==> src/design/postdiv_pkg.sv <==
// Constants, field layout and mode types for the synthesizer 0 post-divider outputs A and B.
// Assumes a byte-wide configuration port with seven address bits and a page bit.
`default_nettype none
package postdiv_pkg;
	// ----------------------------------------------------------------
	// Register map
	// ----------------------------------------------------------------
	localparam logic [7:0]  PAGE_REG_ADDR  = 8'h7f;
	localparam logic [7:0]  DIV_A_ADDR     = 8'h80;
	localparam logic [7:0]  DIV_B_ADDR     = 8'h83;
	localparam logic [23:0] DIV_CFG_RESET  = 24'h000002;
	localparam logic [3:0]  MODE_SPECIAL   = 4'hf;
	localparam logic [1:0]  LF_SRC_A       = 2'h0;
	localparam logic [1:0]  LF_SRC_B       = 2'h1;
	localparam logic [1:0]  SRC_C          = 2'h2;
	localparam logic [1:0]  SRC_D          = 2'h3;
	localparam logic [2:0]  ALL_BYTES      = 3'h7;
	localparam int          NUM_DIV        = 2;
	localparam int          NUM_BYTES      = 3;

	// ----------------------------------------------------------------
	// Types
	// ----------------------------------------------------------------
	typedef struct packed {
		logic [3:0]  mode;
		logic        frm_type;
		logic        polarity;
		logic [1:0]  src;
		logic [15:0] rate;
	} div_cfg_t;

	typedef enum logic [1:0] {
		OUT_DIVIDER = 2'b00,
		OUT_LOWFREQ = 2'b01,
		OUT_FRAME   = 2'b10
	} out_mode_t;
endpackage
`default_nettype wire

==> src/design/synth_post_divider_outputs.sv <==
// Post-dividers A and B of synthesizer 0 with their configuration registers.
// Assumes synthesizer output and doubled base rate arrive as CLK-synchronous tick pulses
// and the sibling C and D clocks as CLK-synchronous levels.
// Sibling clocks are seen through one CLK sample, so pulse edges trail them by one cycle.
// A sibling faster than half of CLK cannot be followed.
//
// Functional notes
// - Mode not all ones: divide synth output by word.
// - Divider mode uses all 24 bits as ratio.
// - A: mode ones, source 00 gives low-frequency clock.
// - Otherwise mode ones gives one-period frame pulse.
// - Low sixteen bits count sibling periods between pulses.
// - Source pair picks sibling clock for pulse width.
// - B sources: A, low-frequency, C, D.
// - B low-frequency: twice base divided by low bits.
// - Bit 18 set makes pulse active low.
// - Bit 19 clear centres boundary in pulse.
// - Bit 19 set starts pulse at boundary.
// - Both words reset to 0x000002.
// - A sources: low-frequency, B, C, D.
`default_nettype none
module synth_post_divider_outputs
	import postdiv_pkg::*;
(
	input  wire logic       CLK,
	input  wire logic       SRST,
	input  wire logic       CE,
	input  wire logic       SYN_TICK,
	input  wire logic       BASE2_TICK,
	input  wire logic       CLK_C,
	input  wire logic       CLK_D,
	input  wire logic [6:0] REG_ADDR,
	input  wire logic [7:0] REG_WDATA,
	input  wire logic       REG_WR,
	output logic      [7:0] REG_RDATA,
	output logic            OUT_A,
	output logic            OUT_B
);
	// ----------------------------------------------------------------
	// Helpers
	// ----------------------------------------------------------------
	function automatic out_mode_t decode_mode(input div_cfg_t c, input logic [1:0] lf_src);
		if (c.mode != MODE_SPECIAL)
			return OUT_DIVIDER;
		else if (c.src == lf_src)
			return OUT_LOWFREQ;
		else
			return OUT_FRAME;
	endfunction

	// A zero or one ratio is treated as one, which holds a divider output low and a frame output at its active level.
	function automatic logic [23:0] wrap_count(input logic [23:0] cnt, input logic [23:0] n);
		return (cnt + 24'h000001 >= n) ? 24'h000000 : cnt + 24'h000001;
	endfunction

	// ----------------------------------------------------------------
	// Configuration port
	// ----------------------------------------------------------------
	logic                 page_r;
	div_cfg_t             cfg_r      [NUM_DIV];
	logic     [7:0]       shadow_r   [NUM_DIV][NUM_BYTES];
	logic     [2:0]       wmask_r    [NUM_DIV];
	logic     [NUM_DIV-1:0] commit;

	wire        page_hit  = (REG_ADDR == PAGE_REG_ADDR[6:0]);
	wire  [7:0] full_addr = {page_r & ~page_hit, REG_ADDR};
	wire  [7:0] off_a     = full_addr - DIV_A_ADDR;
	wire  [7:0] off_b     = full_addr - DIV_B_ADDR;
	wire        hit_a     = (off_a < 8'(NUM_BYTES));
	wire        hit_b     = (off_b < 8'(NUM_BYTES));
	wire  [1:0] sel_a     = off_a[1:0];
	wire  [1:0] sel_b     = off_b[1:0];
	wire [23:0] word_a    = cfg_r[0];
	wire [23:0] word_b    = cfg_r[1];
	wire  [7:0] rd_a      = word_a[8*sel_a +: 8];
	wire  [7:0] rd_b      = word_b[8*sel_b +: 8];
	wire  [7:0] rd_data   = page_hit ? {7'h00, page_r} :
		hit_a ? rd_a : hit_b ? rd_b : 8'h00;
	wire        wr_a      = REG_WR & hit_a & ~page_hit;
	wire        wr_b      = REG_WR & hit_b & ~page_hit;

	// Bytes collect in a shadow so the divider never runs on a half-written word.
	assign commit[0] = wr_a & ((wmask_r[0] | (3'h1 << sel_a)) == ALL_BYTES);
	assign commit[1] = wr_b & ((wmask_r[1] | (3'h1 << sel_b)) == ALL_BYTES);

	// ----------------------------------------------------------------
	// Per-divider write decode
	// ----------------------------------------------------------------
	// Indexed copies of the A and B decode keep the register loop uniform.
	logic [1:0] bsel   [NUM_DIV];
	logic       wr_sel [NUM_DIV];
	assign bsel[0]   = sel_a;
	assign bsel[1]   = sel_b;
	assign wr_sel[0] = wr_a;
	assign wr_sel[1] = wr_b;

	// Reads return the committed word, never the shadow bytes.

	always_ff @(posedge CLK) begin
		if (SRST) begin
			page_r    <= 1'b0;
			REG_RDATA <= 8'h00;
			for (int d = 0; d < NUM_DIV; d++) begin
				cfg_r[d]   <= DIV_CFG_RESET;
				wmask_r[d] <= 3'h0;
				for (int b = 0; b < NUM_BYTES; b++)
					shadow_r[d][b] <= DIV_CFG_RESET[8*b +: 8];
			end
		end else if (CE) begin
			REG_RDATA <= rd_data;
			if (REG_WR && page_hit)
				page_r <= REG_WDATA[0];
			for (int d = 0; d < NUM_DIV; d++) begin
				if (wr_sel[d]) begin
					shadow_r[d][bsel[d]] <= REG_WDATA;
					wmask_r[d] <= commit[d] ? 3'h0 :
						wmask_r[d] | (3'h1 << bsel[d]);
				end
				if (commit[d]) begin
					for (int b = 0; b < NUM_BYTES; b++)
						cfg_r[d][8*b +: 8] <= (b == bsel[d]) ?
							REG_WDATA : shadow_r[d][b];
				end
			end
		end
	end

	// ----------------------------------------------------------------
	// Output generation
	// ----------------------------------------------------------------
	logic [23:0] cnt_r    [NUM_DIV];
	logic [23:0] cnt_nxt  [NUM_DIV];
	logic        out_r    [NUM_DIV];
	logic        out_nxt  [NUM_DIV];
	logic        prev_r   [NUM_DIV];
	logic        sib      [NUM_DIV];
	logic        gci_r    [NUM_DIV];
	logic        gci_nxt  [NUM_DIV];
	logic        st_r     [NUM_DIV];
	logic        st_nxt   [NUM_DIV];

	always_comb begin
		logic [1:0]  lf;
		logic [23:0] ratio;
		logic [23:0] half;
		logic [23:0] rate;
		logic        rise;
		logic        fall;
		out_mode_t   m;
		lf    = LF_SRC_A;
		ratio = 24'h000000;
		half  = 24'h000000;
		rate  = 24'h000000;
		rise  = 1'b0;
		fall  = 1'b0;
		m     = OUT_DIVIDER;
		for (int d = 0; d < NUM_DIV; d++) begin
			lf = (d == 0) ? LF_SRC_A : LF_SRC_B;
			m  = decode_mode(cfg_r[d], lf);
			// Sibling pick: C and D by code, the other post-divider otherwise.
			sib[d] = (cfg_r[d].src == SRC_C) ? CLK_C :
				(cfg_r[d].src == SRC_D) ? CLK_D : out_r[1-d];
			rise        = sib[d] & ~prev_r[d];
			fall        = ~sib[d] & prev_r[d];
			ratio       = (m == OUT_DIVIDER) ? cfg_r[d] : {8'h00, cfg_r[d].rate};
			half        = ratio >> 1;
			rate        = {8'h00, cfg_r[d].rate};
			cnt_nxt[d]  = cnt_r[d];
			gci_nxt[d]  = gci_r[d];
			st_nxt[d]   = st_r[d];
			out_nxt[d]  = out_r[d];
			case (m)
				OUT_DIVIDER, OUT_LOWFREQ: begin
					if ((m == OUT_DIVIDER) ? SYN_TICK : BASE2_TICK)
						cnt_nxt[d] = wrap_count(cnt_r[d], ratio);
					out_nxt[d] = (cnt_nxt[d] < half);
				end
				OUT_FRAME: begin
					if (rise) begin
						cnt_nxt[d] = wrap_count(cnt_r[d], rate);
						gci_nxt[d] = (cnt_nxt[d] == 24'h000000);
					end
					if (fall)
						st_nxt[d] = (cnt_r[d] + 24'h000001 >= rate);
					// Framing applies at once on commit, so the first pulse may be clipped.
					out_nxt[d] = cfg_r[d].polarity ^
						(cfg_r[d].frm_type ? gci_nxt[d] : st_nxt[d]);
				end
				default: out_nxt[d] = 1'b0;
			endcase
		end
	end

	always_ff @(posedge CLK) begin
		if (SRST) begin
			for (int d = 0; d < NUM_DIV; d++) begin
				cnt_r[d]  <= 24'h000000;
				out_r[d]  <= 1'b0;
				prev_r[d] <= 1'b0;
				gci_r[d]  <= 1'b0;
				st_r[d]   <= 1'b0;
			end
		end else if (CE) begin
			for (int d = 0; d < NUM_DIV; d++) begin
				// A fresh word restarts the count so the new ratio starts from a clean phase.
				cnt_r[d]  <= commit[d] ? 24'h000000 : cnt_nxt[d];
				out_r[d]  <= out_nxt[d];
				prev_r[d] <= sib[d];
				gci_r[d]  <= gci_nxt[d];
				st_r[d]   <= st_nxt[d];
			end
		end
	end

	// ----------------------------------------------------------------
	// Output ports
	// ----------------------------------------------------------------
	assign OUT_A = out_r[0];
	assign OUT_B = out_r[1];
endmodule // synth_post_divider_outputs
`default_nettype wire

==> config.mk <==
export PLATFORM = sky130hd
export DESIGN_NAME = synth_post_divider_outputs
export DESIGN_NICKNAME = d
export VERILOG_FILES = /design/src/design/postdiv_pkg.sv /design/src/design/synth_post_divider_outputs.sv
export SDC_FILE = /design/constraint.sdc
export NUM_CORES = 1
export LEC_CHECK = 0
export BUFFER_PORTS_ARGS = -buffer_cell sky130_fd_sc_hd__buf_2
export CAP_MARGIN = 20
export CORE_MARGIN = 2
export CORE_UTILIZATION = 40
export CTS_CLUSTER_SIZE = 8
export DETAILED_ROUTE_END_ITERATION = 10
export PLACE_DENSITY = 0.6
export SETUP_SLACK_MARGIN = 0.5
export SYNTH_ARGS = -nofsm -noshare
export SYNTH_HDL_FRONTEND = slang
export SYNTH_SLANG_ARGS = --single-unit
==> constraint.sdc <==
create_clock -name CLK -period 7.4 [get_ports CLK]
set_clock_uncertainty 0.2 [all_clocks]
set_input_delay 0.37 -clock CLK [delete_from_list [all_inputs] [get_ports CLK]]
set_output_delay 0.37 -clock CLK [all_outputs]
set_load 0.005 [all_outputs]
==> reports/qor.txt, run 1 <==
Status: finished clean
Root Buffer: clkbuf_16
Net Sw Frac: 30.3%
Placed cell areas: 0.0122 sq mm
Initial DRC count: 1055
GRT Total Usage: 22.2%
Skew-Pair Late Insertion Delay: 440 ps
Sequential area share after synthesis: 41.6%
Clk buf depth: 2
Combinational power share: 15.0%
Syn Area/Cell: 9.38 sq um
Pleak: 5.16 nW
Synth area leaders: edfxtp_1 40%, ha_1 10%, nand2_1 4.8%
IO buf count: 32
NetSw: 719 uW
R2R depth: 25
Count leader, synth: edfxtp_1
EDFF count, synth: 158
Clock transition at path regs: 80 ps
Synth Cell Area: 0.0119 sq mm
First-pass detailed-route iteration total: 5
Top cells by instance count after synthesis: 158 x edfxtp_1, 153 x nand2_1, 104 x nor2_1
Post-route cell area: 0.0128 sq mm
Worst vdd ir: 0.153 mV
Post-synthesis cell type with the largest combined area: edfxtp_1
Hold Path Origin: CE
RSZ-0062 raised after global routing: no
Total CTS buffers: 17
Post-synth ARST share: 0%
Vias: 9624
Post-DP HPWL: 25.5 mm
Layout Area Growth over Synthesis: 8.39%
CP required: 7410 ps
Reg-to-reg startpoint: cnt_r[0][24]
Syn Inst Count: 1263
H-tree depth: 4
Post-detailed-route wirelength per cell: 20.5 um
Initial antenna violation count: 2
Fin crit period: 6490 ps
Die span in x: 176 um
Critical Path Start Type: flop
Post-synth cell types: 79
Fraction of layout cells with a size suffix above 1: 8.60%
Setup TNS: 0 ps
Met1 Use GR: 31.6%
Post-cts resize count: 0
Fillers: 2796
Hold Crit Depth: 2
Share of the synthesized area in the top cell type: 40.0%
Grt peak-use layer: met2
Setup bufs post-CTS: 0
Die ar.: 0.0310 sq mm
Fmax: 0.154 GHz
Global-route wire length before repair: 52.7 mm
Maxcap violations: 0
Hold buffer count at cts: 0
Max-slew violations: 0
Worst Setup End Kind: flop
Die H: 176 um
Seq pwr share: 47.2%
Clock power share: 37.8%
Row count: 63
Max transition margin: 29.2%
CTS tree: built
GR Util met3: 3.08%
Int Power: 1.65 mW
Drt via density: 5.80
DP Worst Slack: 1090 ps
ANT nets after route: 0
Fin. Hold Viols: 0
Non-filler cells, final: 1659
Placed insts: 1626
GPL Wtd Cong: 0.933
Vias in the first global route: 9182
Worst path arrival time: 6490 ps
# nets final: 1378
Mapped Nets: 1385
I/O pin count: 33
Worst R2R End: out_r[0][1]
Largest net degree at the start of global routing: 36
Global routing usage on met2: 34.3%
Clock sinks: 167
Final setup violation count: 0
Worst hold path class: primary input to flop
Core ar.: 0.0294 sq mm
Total grt overflow: 0
Top_reg_cell synth: edfxtp_1
Worst Tran Pin Value: 1060 ps
Hold endpoint: REG_RDATA[0]
WL final: 34.0 mm
# DRC: 0
WS Path Type: flop to flop
Pwr/cell area: 185 mW/mm^2
Final WS setup: 914 ps
Period utilization: 87.6%
FF+latch count, synth: 167
Critical-path maximum fanout: 13
Synthesis Warnings: 0
R2R setup slack: 910 ps
Initial core utilization: 40.3%
==> critical path, cell delays in order (launching register included) <==
cell       delay, ps
edfxtp_1         590
ha_1             290
nand3_2          200
nor2_1           330
nand2_1          110
xor2_1           360
inv_1            100
ha_1             290
nand4_1          150
nor4_1           280
or4b_1           530
a31oi_1          230
o31ai_2          110
nand2_1          390
o21ai_0          160
nand2_1          110
nand2_1           70
ha_1             290
nand4_1          180
nor4_1           450
o2111ai_1        230
o22ai_1          150
a211oi_1          70
o31ai_1           90
nor3_1            90
a21o_1           160
==> worst max path at each step <==
| stage | from | endpoint | slack (ps) | cells after the start |
|---|---|---|---|---|
| after floorplan | cnt_r[0][24] | out_r[0][1] | 2210 | 24 |
| after global placement | cnt_r[0][24] | out_r[0][1] | 1320 | 23 |
| after detailed placement | cnt_r[0][24] | out_r[0][1] | 1090 | 23 |
| after CTS | cnt_r[0][24] | out_r[0][1] | 1060 | 23 |
| after global routing | cnt_r[0][24] | out_r[0][1] | 500 | 23 |
| final | cnt_r[0][24] | out_r[0][1] | 910 | 25 |
==> per-stage QoR <==
step | power (mW) | hold slack [ps] | utilization, %
detailed placement | 1.49 | 238 | 41.6
floorplan | 1.38 | 249 | -
global placement | 1.48 | 240 | 41.6
finish | 2.37 | 47.6 | 43.7
CTS | 2.37 | 44.1 | 43.6
global route | 2.46 | 65.0 | 43.7
==> cells by family (layout without fill, tap and decap cells) <==
logic type      Yosys count  after routing  synth area share [%]
simple gates            494            494                  20.8
compound gates          298            298                  16.2
flops                   167            167                  41.6
buf+inv                 127            132                  4.79
fa+ha+maj                99             99                  10.5
xor+xnor                 44             44                  3.25
mux                      34             34                  2.91
other cells               0              1                     0
==> cell usage in the layout, fill, tap and decap left out, types with 24 or more instances in the layout <==
master | Yosys | layout
a21o_1 | 26 | 25
edfxtp_1 | 158 | 158
nand2_1 | 153 | 153
and3_1 | 28 | 28
o21ai_0 | 76 | 76
nor2_1 | 104 | 102
buf_2 | 9 | 32
nand4_1 | 26 | 26
a21oi_1 | 76 | 75
ha_1 | 99 | 99
xnor2_1 | 25 | 25
mux2i_1 | 30 | 29
nand3_1 | 40 | 40
a22o_1 | 24 | 24
nand2b_1 | 39 | 39
inv_1 | 61 | 61
==> final cells by class <==
class	count	area, sq um	area share, %
Multi-Input combinational cell	969	6370	49.6
Antenna cell	1	2.50	0.0195
Sequential cell	167	4920	38.3
Inverter	61	229	1.78
Clock inverter	14	155	1.21
Tap cell	390	488	3.80
Timing Repair Buffer	40	248	1.93
Clock buffer	17	425	3.31
==> sequential cells by signal, summed over array words and instances, names as in the netlist <==
name / flops
cnt_r: 48
page_r: 1
st_r: 2
wmask_r: 6
out_r: 2
gci_r: 2
REG_RDATA: 8
shadow_r: 48
prev_r: 2
cfg_r: 48
==> power groups by stage <==
stage          clock [mW]  sequential, mW  combinational [mW]
2_1_floorplan           0            1.12               0.266
3_3_place_gp            0            1.14               0.343
3_5_place_dp            0            1.14               0.347
4_1_cts             0.902            1.12               0.350
5_1_grt             0.942            1.13               0.395
6_report            0.897            1.12               0.355
==> layer usage <==
metal / wire (um) / up-vias
li1: - / 4621
met2: 15300 / 345
met5: 13 / -
met3: 1990 / 59
met1: 15900 / 4597
met4: 855 / 2
(Power assumes the default switching activity.)
==> run 2, diff against run 1 <==
--- a/config.mk
+++ b/config.mk
@@ -7,7 +7,7 @@
 export LEC_CHECK = 0
 export BUFFER_PORTS_ARGS = -buffer_cell sky130_fd_sc_hd__buf_2
 export CAP_MARGIN = 20
-export CORE_MARGIN = 2
+export CORE_MARGIN = 3
 export CORE_UTILIZATION = 40
 export CTS_CLUSTER_SIZE = 8
 export DETAILED_ROUTE_END_ITERATION = 10
==> run 2 against run 1 <==
Against the previous run:
- worst setup slack worse by 97 ps
- via count rose by 0.89%
- first-iteration DRC count fell by 8.1%
- final area grew 0.25%
- sequential share of layout area shrank 0.097 points
- combinational power barely moved
- routed wire length shrank 1.3%
- count of clock-buffer cells in the layout grew 2
- critical path depth decreased by 2
- critical endpoint unchanged
- highest routed layer is now met4
==> reports/qor.txt, run 2 (synthesis gave the netlist of run 1 again) <==
Initial DRC count: 970 (was 1055)
Root Buffer: clkbuf_16 (unchanged)
Pwr Total: 2.41 mW (was 2.37 mW)
Global-route wire length before repair: 52.5 mm (was 52.7 mm)
I/O pin count: 33 (unchanged)
Maxcap violations: 0 (unchanged)
GRT Total Usage: 21.4% (was 22.2%)
RSZ-0062 raised after global routing: yes (was no)
Hold Path Origin: CE (unchanged)
Fillers: 2763 (was 2796)
CP required: 7380 ps (was 7410 ps)
Worst vdd ir: 0.153 mV (about the same)
H-tree depth: 4 (unchanged)
WL final: 33.6 mm (was 34.0 mm)
Worst Tran Pin Value: 1020 ps (was 1060 ps)
Worst Setup End Kind: flop (unchanged)
Pwr/cell area: 187 mW/mm^2 (was 185 mW/mm^2)
Combinational power share: 14.7% (was 15.0%)
Area occupied by multi-input gates: 0.00639 sq mm (was 0.00637 sq mm)
NetSw: 673 uW (was 719 uW)
Worst hold margin: 62.2 ps (was 47.6 ps)
Clock sinks: 167 (unchanged)
Die span in x: 178 um (was 176 um)
Setup TNS: 0 ps (unchanged)
Seq pwr share: 46.4% (was 47.2%)
Final setup violation count: 0 (unchanged)
Critical-path maximum fanout: 13 (unchanged)
Worst path arrival time: 6560 ps (was 6490 ps)
Flip-flop and latch area: 0.00492 sq mm (unchanged)
WS Path Type: flop to flop (unchanged)
Fin. Hold Viols: 0 (unchanged)
Biggest regs: cfg_r x48, cnt_r x48, shadow_r x48 (unchanged)
Die H: 178 um (was 176 um)
Reg-to-reg startpoint: cnt_r[0][24] (unchanged)
Initial antenna violation count: 1 (was 2)
First-pass detailed-route iteration total: 6 (was 5)
# DRC: 0 (unchanged)
Vias in the first global route: 9159 (was 9182)
Fraction of layout cells with a size suffix above 1: 8.74% (was 8.60%)
Post-detailed-route wirelength per cell: 20.3 um (was 20.5 um)
Clock transition at path regs: 70 ps (was 80 ps)
Layout Area Growth over Synthesis: 8.67% (was 8.39%)
Period utilization: 89.0% (was 87.6%)
Skew-Pair Late Insertion Delay: 430 ps (was 440 ps)
Fmax: 0.152 GHz (was 0.154 GHz)
ANT nets after route: 0 (unchanged)
Status: finished clean (unchanged)
Largest net degree at the start of global routing: 36 (unchanged)
Post-DP HPWL: 25.3 mm (was 25.5 mm)
Pleak: 5.17 nW (was 5.16 nW)
Worst hold path class: primary input to flop (unchanged)
Vias: 9710 (was 9624)
Die ar.: 0.0317 sq mm (was 0.0310 sq mm)
Net Sw Frac: 27.9% (was 30.3%)
CTS tree: built (unchanged)
Int Power: 1.74 mW (was 1.65 mW)
Critical Path Start Type: flop (unchanged)
Fin crit period: 6580 ps (was 6490 ps)
Total CTS buffers: 17 (unchanged)
Hold buffer count at cts: 0 (unchanged)
Antenna Cells: 0 (was 1)
Max transition margin: 31.6% (was 29.2%)
Total grt overflow: 0 (unchanged)
Final WS setup: 818 ps (was 914 ps)
Drt via density: 5.87 (was 5.80)
# nets final: 1379 (was 1378)
Initial core utilization: 41.0% (was 40.3%)
Clock power share: 39.0% (was 37.8%)
IO buf count: 32 (unchanged)
R2R setup slack: 820 ps (was 910 ps)
Row count: 62 (was 63)
Max-slew violations: 0 (unchanged)
Post-route cell area: 0.0129 sq mm (was 0.0128 sq mm)
GPL Wtd Cong: 0.885 (was 0.933)
Most common cell after layout, fill and taps aside: edfxtp_1 (unchanged)
DP Worst Slack: 771 ps (was 1090 ps)
Commonest cells after routing, fill and taps aside: 158 x edfxtp_1, 153 x nand2_1, 102 x nor2_1 (unchanged)
Worst setup startpoint: cnt_r[0][24] (unchanged)
Core ar.: 0.0289 sq mm (was 0.0294 sq mm)
Clk buf depth: 2 (unchanged)
Placed cell areas: 0.0122 sq mm (about the same)
## run 2: worst paths after layout
| path | end | cells after the start |
|---|---|---|
| worst max-delay path | out_r[0][1] | 23 |
| worst min-delay path | REG_RDATA[0] | 2 |
| worst max register to register | out_r[0][1] | 23 |
| worst min register to register | REG_RDATA[1] | 2 |
## run 2: power groups by stage
| stage | Sequential, mW | Clock (mW) | Combinational [mW] |
|---|---|---|---|
| detailed placement | 1.14 | 0 | 0.348 |
| floorplan | 1.12 | 0 | 0.266 |
| global route | 1.12 | 0.992 | 0.397 |
| CTS | 1.12 | 0.952 | 0.350 |
| finish | 1.12 | 0.941 | 0.354 |
| global placement | 1.14 | 0 | 0.343 |
## run 2: layer usage
metal	track usage [%]	share of wire, %
met1	31.0	47
met2	32.8	44
met3	3.36	6.0
met4	6.54	2.4
met5	0	0
## run 2: what timing repair did
action	CTS	global route
setup buffers	0	0
resized for setup	0	3
endpoints found under the setup margin	0	2
## run 2: final cells by class
cell class	count	area share (%)
Multi-Input combinational cell	969	49.6
Clock inverter	13	1.32
Inverter	61	1.78
Sequential cell	167	38.2
Tap cell	384	3.73
Timing Repair Buffer	41	1.98
Clock buffer	19	3.36
## run 2: worst max-delay path, cell delays in order (launching register included)
cell and delay, ps:
edfxtp_1 610, and4_1 380, nand4_1 200, nor2_1 300
and3_1 250, xor2_1 230, ha_1 280, a21oi_1 130
o21ai_0 170, a2111oi_0 520, a31oi_1 170, o31ai_2 390
nand2_1 390, or3_1 480, nand2_1 100, ha_1 140
nand3_1 150, nor4_2 420, o2111ai_1 230, o22ai_1 150
a211oi_1 80, o31ai_1 90, nor3_1 100, a21o_1 180
## run 2: per-stage QoR
step | utilization (%) | instances
CTS | 44.4 | 1652
floorplan | - | 1263
finish | 44.5 | 1654
global route | 44.5 | 1654
global placement | 42.2 | 1619
detailed placement | 42.3 | 1620
